$ cat config.mk
export PLATFORM = sky130hd
export DESIGN_NAME = msb_supervisor
export DESIGN_NICKNAME = d
export VERILOG_FILES = /design/src/common/msb_pkg.sv /design/src/msb_supervisor.sv
export SDC_FILE = /design/constraint.sdc
export NUM_CORES = 2
export LEC_CHECK = 0
export ABC_AREA = 1
export BUFFER_PORTS_ARGS = -buffer_cell sky130_fd_sc_hd__clkbuf_2
export CORE_MARGIN = 1
export CORE_UTILIZATION = 40
export CTS_CLUSTER_DIAMETER = 40
export DETAILED_ROUTE_END_ITERATION = 16
export PLACE_DENSITY = 0.63
export SETUP_SLACK_MARGIN = 0.05
export SLEW_MARGIN = 30
export SYNTH_ARGS = -nofsm -noshare
export SYNTH_HDL_FRONTEND = slang
export SYNTH_SLANG_ARGS = --single-unit
$ cat constraint.sdc
create_clock -name clk -period 22.6 [get_ports clk]
set_input_delay 2.26 -clock clk [delete_from_list [all_inputs] [get_ports clk]]
set_output_delay 2.26 -clock clk [all_outputs]
set_load 0.02 [all_outputs]
$ cat src/common/msb_pkg.sv
// Purpose: Shared constants and types for the motor supply and brake supervisor.
// Assumes: One 40 MHz clock; parameter objects are reached by index and subindex.
// Notes: Slot numbers map each parameter object entry (index and subindex) onto one storage word.
`default_nettype none

package msb_pkg;

    // ------------------------------------------------------------------
    // Clock and time base
    // ------------------------------------------------------------------
    localparam int unsigned CLK_HZ = 40_000_000;
    localparam int unsigned US_PER_S = 1_000_000;
    localparam int unsigned TICK_PERIOD_US = 1000;
    localparam int unsigned TICK_CYCLES = (CLK_HZ / US_PER_S) * TICK_PERIOD_US;

    // ------------------------------------------------------------------
    // Object indices and subindices
    // ------------------------------------------------------------------
    localparam logic [15:0] IDX_OV_THR = 16'h2034;
    localparam logic [15:0] IDX_UV_THR = 16'h2035;
    localparam logic [15:0] IDX_IDLE_TIME = 16'h2036;
    localparam logic [15:0] IDX_RED_SET = 16'h2037;
    localparam logic [15:0] IDX_BRAKE_TIMING = 16'h2038;
    localparam logic [7:0] SUB_ZERO = 8'h00;
    localparam logic [7:0] BRAKE_SUB_COUNT = 8'h06;

    // ------------------------------------------------------------------
    // Storage slots and values after reset
    // ------------------------------------------------------------------
    localparam logic [3:0] SLOT_OV = 4'h0;
    localparam logic [3:0] SLOT_UV = 4'h1;
    localparam logic [3:0] SLOT_IDLE = 4'h2;
    localparam logic [3:0] SLOT_RED = 4'h3;
    localparam logic [3:0] SLOT_COUNT = 4'h4;
    localparam logic [3:0] SLOT_CLOSE = 4'h5;
    localparam logic [3:0] SLOT_PWROFF = 4'h6;
    localparam logic [3:0] SLOT_OPEN = 4'h7;
    localparam logic [3:0] SLOT_START = 4'h8;
    localparam logic [3:0] SLOT_FREQ = 4'h9;
    localparam logic [3:0] SLOT_DUTY = 4'ha;
    localparam logic [3:0] SLOT_NONE = 4'hf;
    localparam int NUM_SLOTS = 11;
    localparam logic [31:0] CFG_RESET [0:NUM_SLOTS-1] = '{
        32'h0000c20d, 32'h00002710, 32'h000003e8, 32'h0fffffce, 32'h00000006,
        32'h000003e8, 32'h000003e8, 32'h000003e8, 32'h00000000, 32'h00000000,
        32'h00000000};

    // ------------------------------------------------------------------
    // Supervision, reduction and PWM limits
    // ------------------------------------------------------------------
    localparam logic [32:0] OV_HYST_MV = 33'h0000007d0;
    localparam logic [32:0] UV_HYST_MV = 33'h0000005dc;
    localparam int SUBMODE_REDUCE_BIT = 3;
    localparam logic signed [31:0] RED_PCT_MIN = -32'sh00000064;
    localparam logic signed [31:0] RED_PCT_MAX = -32'sh00000001;
    localparam logic [31:0] PCT_FULL = 32'h00000064;
    localparam logic [38:0] PCT_DIV = 39'h0000000064;
    localparam logic [31:0] PWM_FREQ_MAX = 32'h000007d0;
    localparam logic [31:0] PWM_DUTY_MIN = 32'h00000002;
    localparam logic [31:0] PWM_DUTY_MAX = 32'h00000064;
    localparam logic [26:0] PWM_ACC_MOD = 27'(CLK_HZ);
    localparam logic [31:0] PWM_DUTY_STEP = 32'(CLK_HZ / 100);

    // ------------------------------------------------------------------
    // Brake and power sequence states
    // ------------------------------------------------------------------
    typedef enum logic [5:0] {
        ST_OFF = 6'b000001,
        ST_POWER_ON = 6'b000010,
        ST_OPENING = 6'b000100,
        ST_RUN = 6'b001000,
        ST_STOPPING = 6'b010000,
        ST_CLOSING = 6'b100000
    } msb_state_t;

endpackage

`default_nettype wire

$ cat src/msb_supervisor.sv
// Purpose: Supply voltage supervision, open loop current reduction and brake sequencing.
// Assumes: Inputs are synchronous to clk; the parameter port is driven one request at a time.
// Notes: Every output is registered; parameter answers appear one cycle after the request.
//
// Behaviour
// - Supply above upper threshold raises overvoltage error and switches motor off.
// - Overvoltage error clears itself below upper threshold minus two volts.
// - Supply below lower threshold raises undervoltage error and switches motor off.
// - Undervoltage error clears itself above lower threshold plus one and a half volts.
// - Current reduction starts only after continuous standstill for the idle time.
// - Reduced current applies only while reduction enable bit is set and motor stands.
// - Setting zero or positive below rated current is the reduced rms current.
// - Setting from -1 to -100 gives rated times (setting plus 100) over 100.
// - Brake delays are in milliseconds, stored beside PWM frequency and duty.
// - After standstill, wait close brake idle time, then close the brake.
// - After closing the brake, wait shutdown delay, then switch motor current off.
// - On enable, switch current on, wait open brake delay, then open the brake.
// - After brake opens, wait start operation delay before the running state.
// - Brake PWM frequency is in hertz, 0 to 2000, generated at that rate.
// - Brake PWM duty is in percent, 0 or 2 to 100, applied to the output.
// - Brake timing entry count reads six and writes to it are refused.
// - Every commanded or reduced current is clamped to the maximum motor current.
`timescale 1ns/100ps
`default_nettype none

module msb_supervisor #(
    parameter int unsigned TickCycles = msb_pkg::TICK_CYCLES
) (
    input wire logic clk,
    input wire logic rst,
    input wire logic [15:0] odIndex,
    input wire logic [7:0] odSub,
    input wire logic odWrite,
    input wire logic odRead,
    input wire logic [31:0] odWdata,
    output logic [31:0] odRdata,
    output logic odAck,
    output logic odRefuse,
    input wire logic [31:0] supplyMv,
    input wire logic standstill,
    input wire logic enableReq,
    input wire logic [31:0] motorDriveSubmodeSelect,
    input wire logic [31:0] ratedMotorCurrent,
    input wire logic [31:0] maxMotorCurrentLimit,
    input wire logic [31:0] commandCurrent,
    output logic overvoltageError,
    output logic undervoltageError,
    output logic motorPowerOn,
    output logic brakeOpen,
    output logic brakePwm,
    output logic driveRunning,
    output logic reductionActive,
    output logic [31:0] currentSetpoint
);
    import msb_pkg::*;

    // ------------------------------------------------------------------
    // Decoding helpers
    // ------------------------------------------------------------------
    function automatic logic [3:0] objSlot(input logic [15:0] idx, input logic [7:0] sub);
        logic [3:0] s;
        s = SLOT_NONE;
        if (idx == IDX_BRAKE_TIMING && sub <= BRAKE_SUB_COUNT) begin
            s = 4'(SLOT_COUNT + sub[3:0]);
        end else if (sub == SUB_ZERO) begin
            unique case (idx)
                IDX_OV_THR: s = SLOT_OV;
                IDX_UV_THR: s = SLOT_UV;
                IDX_IDLE_TIME: s = SLOT_IDLE;
                IDX_RED_SET: s = SLOT_RED;
                default: s = SLOT_NONE;
            endcase
        end
        return s;
    endfunction

    function automatic logic writeOk(input logic [3:0] s, input logic [31:0] v);
        logic ok;
        ok = (s != SLOT_NONE) && (s != SLOT_COUNT);
        if (s == SLOT_FREQ && v > PWM_FREQ_MAX) begin
            ok = 1'b0;
        end
        if (s == SLOT_DUTY && v != 32'h0 && (v < PWM_DUTY_MIN || v > PWM_DUTY_MAX)) begin
            ok = 1'b0;
        end
        return ok;
    endfunction

    // ------------------------------------------------------------------
    // Parameter objects
    // ------------------------------------------------------------------
    logic [31:0] cfg_q [0:NUM_SLOTS-1];
    logic [31:0] cfg_d [0:NUM_SLOTS-1];
    logic [31:0] rdata_q, rdata_d;
    logic ack_q, ack_d;
    logic refuse_q, refuse_d;
    logic [3:0] slot;

    always_comb begin
        slot = objSlot(odIndex, odSub);
        for (int i = 0; i < NUM_SLOTS; i++) begin
            cfg_d[i] = cfg_q[i];
        end
        rdata_d = rdata_q;
        ack_d = 1'b0;
        refuse_d = 1'b0;
        if (odWrite) begin
            ack_d = 1'b1;
            if (writeOk(slot, odWdata)) begin
                cfg_d[slot] = odWdata;
            end else begin
                refuse_d = 1'b1;
            end
        end else if (odRead) begin
            ack_d = 1'b1;
            if (slot == SLOT_NONE) begin
                refuse_d = 1'b1;
                rdata_d = 32'h0;
            end else begin
                rdata_d = cfg_q[slot];
            end
        end
    end

    always_ff @(posedge clk) begin
        if (rst) begin
            for (int i = 0; i < NUM_SLOTS; i++) begin
                cfg_q[i] <= CFG_RESET[i];
            end
            rdata_q <= 32'h0;
            ack_q <= 1'b0;
            refuse_q <= 1'b0;
        end else begin
            for (int i = 0; i < NUM_SLOTS; i++) begin
                cfg_q[i] <= cfg_d[i];
            end
            rdata_q <= rdata_d;
            ack_q <= ack_d;
            refuse_q <= refuse_d;
        end
    end

    // ------------------------------------------------------------------
    // Millisecond tick
    // ------------------------------------------------------------------
    logic [31:0] tickCnt_q, tickCnt_d;
    logic tick_q, tick_d;

    always_comb begin
        tick_d = (tickCnt_q == 32'(TickCycles - 1));
        tickCnt_d = tick_d ? 32'h0 : tickCnt_q + 32'h1;
    end

    always_ff @(posedge clk) begin
        if (rst) begin
            tickCnt_q <= 32'h0;
            tick_q <= 1'b0;
        end else begin
            tickCnt_q <= tickCnt_d;
            tick_q <= tick_d;
        end
    end

    // ------------------------------------------------------------------
    // Supply supervision
    // ------------------------------------------------------------------
    logic ovErr_q, ovErr_d;
    logic uvErr_q, uvErr_d;
    logic ovSet, ovClr, uvSet, uvClr;

    always_comb begin
        ovSet = supplyMv > cfg_q[SLOT_OV];
        ovClr = ({1'b0, supplyMv} + OV_HYST_MV) < {1'b0, cfg_q[SLOT_OV]};
        uvSet = supplyMv < cfg_q[SLOT_UV];
        uvClr = {1'b0, supplyMv} > ({1'b0, cfg_q[SLOT_UV]} + UV_HYST_MV);
        ovErr_d = ovSet ? 1'b1 : (ovClr ? 1'b0 : ovErr_q);
        uvErr_d = uvSet ? 1'b1 : (uvClr ? 1'b0 : uvErr_q);
    end

    always_ff @(posedge clk) begin
        if (rst) begin
            ovErr_q <= 1'b0;
            uvErr_q <= 1'b0;
        end else begin
            ovErr_q <= ovErr_d;
            uvErr_q <= uvErr_d;
        end
    end

    // ------------------------------------------------------------------
    // Brake and power sequence
    // ------------------------------------------------------------------
    msb_state_t state_q, state_d;
    logic [31:0] stMs_q, stMs_d;
    logic power_q, power_d;
    logic brake_q, brake_d;
    logic running_q, running_d;
    logic fault;

    always_comb begin
        fault = ovErr_q | uvErr_q;
        state_d = state_q;
        stMs_d = (tick_q && stMs_q != 32'hffffffff) ? stMs_q + 32'h1 : stMs_q;
        unique case (state_q)
            ST_OFF: begin
                if (enableReq && !fault) begin
                    state_d = ST_POWER_ON;
                end
            end
            ST_POWER_ON: begin
                if (fault || !enableReq) begin
                    state_d = ST_OFF;
                end else if (stMs_q >= cfg_q[SLOT_OPEN]) begin
                    state_d = ST_OPENING;
                end
            end
            ST_OPENING: begin
                if (fault) begin
                    state_d = ST_OFF;
                end else if (!enableReq) begin
                    state_d = ST_STOPPING;
                end else if (stMs_q >= cfg_q[SLOT_START]) begin
                    state_d = ST_RUN;
                end
            end
            ST_RUN: begin
                if (fault) begin
                    state_d = ST_OFF;
                end else if (!enableReq) begin
                    state_d = ST_STOPPING;
                end
            end
            ST_STOPPING: begin
                if (fault) begin
                    state_d = ST_OFF;
                end else if (enableReq) begin
                    state_d = ST_RUN;
                end else if (!standstill) begin
                    stMs_d = 32'h0;
                end else if (stMs_q >= cfg_q[SLOT_CLOSE]) begin
                    state_d = ST_CLOSING;
                end
            end
            ST_CLOSING: begin
                if (fault || stMs_q >= cfg_q[SLOT_PWROFF]) begin
                    state_d = ST_OFF;
                end
            end
            default: begin
                state_d = ST_OFF;
            end
        endcase
        if (state_d != state_q) begin
            stMs_d = 32'h0;
        end
        power_d = (state_d != ST_OFF);
        brake_d = (state_d == ST_OPENING) || (state_d == ST_RUN) || (state_d == ST_STOPPING);
        running_d = (state_d == ST_RUN);
    end

    always_ff @(posedge clk) begin
        if (rst) begin
            state_q <= ST_OFF;
            stMs_q <= 32'h0;
            power_q <= 1'b0;
            brake_q <= 1'b0;
            running_q <= 1'b0;
        end else begin
            state_q <= state_d;
            stMs_q <= stMs_d;
            power_q <= power_d;
            brake_q <= brake_d;
            running_q <= running_d;
        end
    end

    // ------------------------------------------------------------------
    // Current reduction and clamp
    // ------------------------------------------------------------------
    logic [31:0] idleMs_q, idleMs_d;
    logic reduce_q, reduce_d;
    logic [31:0] setpoint_q, setpoint_d;
    logic redAbs, redPct;
    logic [6:0] pctVal;
    logic [38:0] pctProd;
    logic [31:0] pctCurrent, target;

    always_comb begin
        if (!standstill) begin
            idleMs_d = 32'h0;
        end else if (tick_q && idleMs_q != 32'hffffffff) begin
            idleMs_d = idleMs_q + 32'h1;
        end else begin
            idleMs_d = idleMs_q;
        end
        reduce_d = standstill && motorDriveSubmodeSelect[SUBMODE_REDUCE_BIT] && power_q
            && (idleMs_q >= cfg_q[SLOT_IDLE]);
        redAbs = !cfg_q[SLOT_RED][31] && (cfg_q[SLOT_RED] < ratedMotorCurrent);
        redPct = ($signed(cfg_q[SLOT_RED]) >= RED_PCT_MIN) && ($signed(cfg_q[SLOT_RED]) <= RED_PCT_MAX);
        pctVal = 7'(cfg_q[SLOT_RED] + PCT_FULL);
        pctProd = 39'(ratedMotorCurrent) * 39'(pctVal);
        pctCurrent = 32'(pctProd / PCT_DIV);
        if (!power_q) begin
            target = 32'h0;
        end else if (reduce_q && redAbs) begin
            target = cfg_q[SLOT_RED];
        end else if (reduce_q && redPct) begin
            target = pctCurrent;
        end else begin
            target = commandCurrent;
        end
        setpoint_d = (target > maxMotorCurrentLimit) ? maxMotorCurrentLimit : target;
    end

    always_ff @(posedge clk) begin
        if (rst) begin
            idleMs_q <= 32'h0;
            reduce_q <= 1'b0;
            setpoint_q <= 32'h0;
        end else begin
            idleMs_q <= idleMs_d;
            reduce_q <= reduce_d;
            setpoint_q <= setpoint_d;
        end
    end

    // ------------------------------------------------------------------
    // Brake software PWM
    // ------------------------------------------------------------------
    logic [26:0] pwmAcc_q, pwmAcc_d;
    logic pwm_q, pwm_d;
    logic [26:0] pwmSum;
    logic [31:0] dutyThr;
    logic pwmSteady;

    always_comb begin
        pwmSum = pwmAcc_q + 27'(cfg_q[SLOT_FREQ][10:0]);
        pwmAcc_d = (pwmSum >= PWM_ACC_MOD) ? pwmSum - PWM_ACC_MOD : pwmSum;
        if (!brake_d) begin
            pwmAcc_d = 27'h0;
        end
        dutyThr = 32'(cfg_q[SLOT_DUTY][6:0]) * PWM_DUTY_STEP;
        pwmSteady = (cfg_q[SLOT_FREQ] == 32'h0) || (cfg_q[SLOT_DUTY] == 32'h0);
        pwm_d = brake_d && (pwmSteady || (32'(pwmAcc_q) < dutyThr));
    end

    always_ff @(posedge clk) begin
        if (rst) begin
            pwmAcc_q <= 27'h0;
            pwm_q <= 1'b0;
        end else begin
            pwmAcc_q <= pwmAcc_d;
            pwm_q <= pwm_d;
        end
    end

    // ------------------------------------------------------------------
    // Outputs
    // ------------------------------------------------------------------
    assign odRdata = rdata_q;
    assign odAck = ack_q;
    assign odRefuse = refuse_q;
    assign overvoltageError = ovErr_q;
    assign undervoltageError = uvErr_q;
    assign motorPowerOn = power_q;
    assign brakeOpen = brake_q;
    assign brakePwm = pwm_q;
    assign driveRunning = running_q;
    assign reductionActive = reduce_q;
    assign currentSetpoint = setpoint_q;
endmodule

`default_nettype wire

Word-level counts from Yosys, hierarchy flattened
Memories as Yosys holds them, arrays and structs flattened.
Index checks and enable logic that the tools add are counted.

cells by class
  add/sub/neg operators = 9
  multiply operators = 2
  divide/modulo/power cells = 1
  $lt $le $gt $ge = 21
  equality and inequality tests = 24
  multiplexer cells = 60
  bitwise logic cells = 16
  reductions and logical operators = 38

operator list
  operator                                                                               count
  32-bit 2-to-1 mux                                                                      22
  352-bit 2-to-1 mux                                                                     2
  352-bit bitwise mux                                                                    1
  32-bit greater-or-equal comparator                                                     5
  32-bit demux with 4-bit select                                                         1
  32-bit by 1-bit adder with 32-bit output (second input constant)                       3
  16-bit by 14-bit == test with 1-bit output (second input constant)                     5
  6-bit 2-to-1 mux                                                                       13
  32-bit by 11-bit adder with 33-bit output (second input constant)                      2
  32-bit greater-than comparator                                                         2
  32-bit zero test                                                                       2
  32-bit less-than comparator                                                            2
  32-bit inequality test (second input constant)                                         2
  39-bit by 7-bit divider with 39-bit output (second input constant)                     1
  32-bit by 7-bit multiplier with 39-bit output                                          1
  6-bit case mux with 6 select lines                                                     1
  32-bit by 33-bit greater-than comparator with 1-bit output                             1
  33-bit by 32-bit less-than comparator with 1-bit output                                1
  32-bit by 16-bit == test with 1-bit output (second input constant)                     1
  32-bit by 8-bit greater-or-equal comparator with 1-bit output (second input constant)  1
  32-bit by 11-bit greater-than comparator with 1-bit output (second input constant)     1
  32-bit by 7-bit greater-than comparator with 1-bit output (second input constant)      1
  32-bit by 1-bit less-or-equal comparator with 1-bit output (second input constant)     1
  32-bit by 2-bit less-than comparator with 1-bit output (second input constant)         1
  other kinds (36)                                                                       98

storage, ports and cells
  bits in registers = 203
  RAM bits = 352
  bits of input ports = 222
  output and inout port bits = 73
  logic and storage cells = 189
  memories kept = 1

memory list
  memory  depth  width  read ports  clocked after Yosys merged registers in  write ports  RTL line              RTL
  cfg_q   11     32     12          0                                        11           msb_supervisor.sv:92  logic [31:0] cfg_q [0:NUM_SLOTS-1];

Longest topological paths before layout
  depth after elaboration = 13
  gate-level depth with buffers = 215
  gate-level depth less buffers = 212

Worst setup path before layout
Ideal clock, no wire load.

  path type = input port to flip-flop
  from = in ratedMotorCurrent[27]
  to = reg setpoint_q[23] (netlist: currentSetpoint[23])
  setup time = 0.128 ns
  data arrival time = 20.793 ns
  path slack = 1.679 ns
  cell stages on the path = 177
  path buffers = 3
  cell sequence = clkbuf_1 nand2_1 fa_1 inv_1 fa_1 fa_1 inv_1 fa_1 inv_1 ha_1 nand2_2 nor2_1 nand2_1 nor4_1 nand2_2 nand3_1 nand2_4 nor2_8 (+141 left out) nand2_1 nand2_1 nand2_1 nand2_2 ha_1 inv_1 a21oi_1 o21ai_0 nand4_1 o211ai_1 nand2_1 o2111ai_1 nand2_1 a32o_1 buf_4 dlygate4sd3_1 o21ai_0 a21oi_1

between the ends
  longest elaborated chain between the ends = 7
  elaborated cells on any way between the ends = 10

RTL lines
  item                                                                                          RTL line                                      RTL
  start, declared                                                                               msb_supervisor.sv:43                          input wire logic [31:0] ratedMotorCurrent,
  32-bit by 7-bit multiplier with 39-bit output or 32-bit less-than comparator (tied branches)  msb_supervisor.sv:301, msb_supervisor.sv:298
  39-bit by 7-bit divider with 39-bit output or 1-bit logical AND (tied branches)               msb_supervisor.sv:302, msb_supervisor.sv:298
  32-bit 2-to-1 mux or 1-bit logical AND (tied branches)                                        msb_supervisor.sv:307, msb_supervisor.sv:305
  32-bit 2-to-1 mux *                                                                           msb_supervisor.sv:305                         end else if (reduce_q && redAbs) begin
  32-bit 2-to-1 mux *                                                                           msb_supervisor.sv:303                         if (!power_q) begin
  32-bit greater-than comparator                                                                msb_supervisor.sv:312                         setpoint_d = (target > maxMotorCurrentLimit) ? maxMotorCurrentLimit : target;
  32-bit 2-to-1 mux *                                                                           msb_supervisor.sv:312
  end signal, assigned                                                                          msb_supervisor.sv:323                         setpoint_q <= setpoint_d;
  end, declared                                                                                 msb_supervisor.sv:282                         logic [31:0] setpoint_q, setpoint_d;

Every way passes the cells marked *; elsewhere a longest branch is shown, timed or not.
A chain may end at the register's enable or synchronous reset.

Final worst setup path
  from = in ratedMotorCurrent[4]
  to = reg setpoint_q[25] (netlist: currentSetpoint[25])

The elaborated chain is that of the path after synthesis.

==> metrics.md <==
| Metric | Value |
|---|---|
| Status | `complete, no violations` |
| CP Data Required Time | `between 20 and 25 ns` |
| Multi-input gate area | `33,800 sq um` |
| Worst path most repeated cell | `nand2_4` |
| Final Critical Period | `21.92 ns` |
| Initial antenna violation count | `23` |
| Critical Path Max Stage Delay | `0.56 ns` |
| Largest net degree at the start of global routing | `96` |
| Final nets | `8,179` |
| Hold Crit Start | `cfg_q[4][22]` |
| Final setup viols | `0` |
| Clk root buf | `clkbuf_16` |
| Post-DP HPWL | `128 mm` |
| Reg clk slew, reported paths | `0.06 ns` |
| Post-synth EDFFs | `0` |
| Cts bufs inserted | `90` |
| Yosys cell types | `88` |
| Initial Util | `40.5%` |
| Skew-Pair Late Insertion Delay | `0.70 ns` |
| Worst Path Buf+Inv | `11` |
| Area Overhead vs Synth | `22.2%` |
| Core Region | `120,000 sq um` |
| Crit path from | `ratedMotorCurrent[4]` |
| First-pass GRT wire length | `251 mm` |
| DRT iter0 DRCs | `3,703` |
| Placer Congestion | `0.936` |
| Reg-to-Reg Start | `cfg_q[3][3]` |
| Commonest non-fill, non-tap cells in the layout | `inv_1 (1,159), nand2_1 (891), nor2_1 (581)` |
| RSZ-0062 raised after global routing | `yes` |
| Synth Instances | `around 6.8k` |
| DR vias/cell | `5.36` |
| MaxCap Viol Count | `0` |
| Io pins | `295` |
| Total congestion overflow | `0` |
| Critical Path Slowest Stage Cell | `fa_1` |
| DR WL/cell | `18.7 um` |
| Synth Net Count | `7,679` |
| Startpoint types | `input pin` |
| Register bit total from synthesis | `about 560` |
| Final Cycle Share | `97.0%` |
| Most common cell after layout, fill and taps aside | `inv_1` |
| DRT Pass-1 Iters | `9` |
| Slew @ Worst Pin | `1.30 ns` |
| Global-route usage over all layers | `a little over a quarter` |
| Clk sinks | `~560` |
| Critical Path End Type | `register` |
| Post-synth design cell area | `48,700 sq um` |
| Synth warn | `0` |
| Vias in the first global route | `between 40k and 50k` |
| Std cell rows | `127` |
| Final slew viol count | `0` |
| CTS tree | `yes` |
| Avg Inst Size Synth | `slightly above 7 sq um` |
| FF+latch area | `about 11,000 sq um` |
| Worst hold path type | `reg -> reg` |
| Clock Tree Buf Depth | `3` |
| Filler instances | `11.8k` |
| Total number of vias | `between 40k and 50k` |
| Hold_ws | `0.422 ns` |
| Primary FF master, synth | `dfxtp_1` |
| Delay-heaviest family, CP | `simple AND/OR/NAND/NOR gates` |
| Die ar. | `123,000 sq um` |
| Layout cell share with drive strength beyond 1 | `21.1%` |
| Ys async rst share | `0%` |
| Drt drc | `0` |
| Die H | `about 350 um` |
| Die width | `between 300 and 400 um` |
| Final Hold Violating Endpoints | `0` |
| Rel. slew slack | `13.0%` |
| Routed Wire Length | `168 mm` |
| Post-synthesis sequential area ratio | `a little under a quarter` |
| Htree depth | `3` |
| Worst clock skew | `0.0792 ns` |
| CP Class | `in -> reg` |
| Routed Antenna Nets | `0` |
| PortBufs | `263` |
| Largest fanout on the critical path | `16` |
| Fmax | `45.6 MHz` |
| WP data arrival | `around 22 ns` |
worst paths after layout:
kind	cells past startpoint	slack, ns	to
worst max-delay path	182	0.68	currentSetpoint[25]
worst min-delay path	2	0.42	cfg_q[4][22]
worst max register to register	188	0.81	currentSetpoint[25]
worst min register to register	2	0.42	cfg_q[4][22]
Yosys cell counts, drive strengths merged, types with 9 or more instances:
master / n / area share, %
o211ai: 48 / 0.74
o21ai: 312 / 3.2
nor4: 68 / 0.89
nand3: 314 / 3.7
o221ai: 37 / 0.67
nand4: 130 / 2.1
a21oi: 473 / 4.9
xor2: 98 / 1.8
o21a: 43 / 0.66
inv: 1260 / 9.8
xnor2: 37 / 0.68
dfxtp: 555 / 23
fa: 157 / 6.5
clkbuf: 218 / 1.8
a31oi: 11 / 0.14
o22ai: 100 / 1.3
buf: 16 / 0.13
a211oi: 173 / 2.7
o2111ai: 12 / 0.22
a21o: 23 / 0.36
nor3b: 14 / 0.22
clkinv: 9 / 0.077
nor3: 145 / 1.5
a221oi: 62 / 1.1
nand2: 1232 / 12
ha: 494 / 13
nor2: 652 / 5.5
o21bai: 22 / 0.36
metrics by stage:
stage	utilization [%]	std cells	setup TNS (ns)	cell area, sq um	setup slack, ns
6_report	49.5	9006	0	59500	0.679
5_1_grt	49.5	9002	-21.84	59500	-0.724
4_1_cts	47.1	8908	0	56700	0.0564
3_5_place_dp	44.4	8742	-16.53	53500	-0.559
3_3_place_gp	44.4	8742	-9.34	53400	-0.344
2_1_floorplan	-	6806	0	48700	1.68
flip-flops by register name, summed over array words and instances (netlist names), 6 cells and up:
register / cells
stMs_q: 32
idleMs_q: 32
pwmAcc_q: 27
currentSetpoint: 32
odRdata: 32
tickCnt_q: 32
cfg_q: 352
state_q: 6
tightest hold or removal path, delay by kind of cell, from the launching register on:
family / cells / cell delay (ns)
buf+inv: 1 / 0.05
flops: 1 / 0.31
simple gates: 1 / 0.03
final cells by class:
| class | instances | area share [%] |
|---|---|---|
| well taps | 1612 | 3.39 |
| clock buffers | 99 | 3.91 |
| inverters | 1273 | 8.23 |
| flip-flops and latches | 555 | 18.7 |
| multi-input cells | 4743 | 56.8 |
| clock inverters | 67 | 1.53 |
| diodes | 14 | 0.0588 |
| repair buffers | 643 | 7.44 |
cells by family (layout without fill, tap and decap cells):
logic type,Yosys count,after routing,share of synthesized area [%]
simple gates,2588,2588,26.3
buf+inv,1508,2082,11.9
compound gates,1369,1369,17.3
fa+ha+maj,651,651,19.1
flops,555,555,22.8
xor+xnor,135,135,2.44
other cells,0,14,0
layer usage:
| metal | up-vias | GRT usage (%) | share of wire (%) |
|---|---|---|---|
| li1 | 23600 | - | - |
| met1 | 22700 | 33.1 | 41 |
| met2 | 1597 | 43.5 | 47 |
| met3 | 358 | 3.90 | 7.2 |
| met4 | 12 | 12.2 | 5.1 |
| met5 | - | 0 | 0.043 |
what timing repair did:
action,in CTS,in global routing
endpoints found under the hold margin,0,0
setup endpoints to repair,0,32
resized for setup,0,517
hold buffers,0,0
setup buffers,0,78
Power is not shown: default switching activity piles up to over one toggle a cycle in this logic, so the estimate is an artifact.
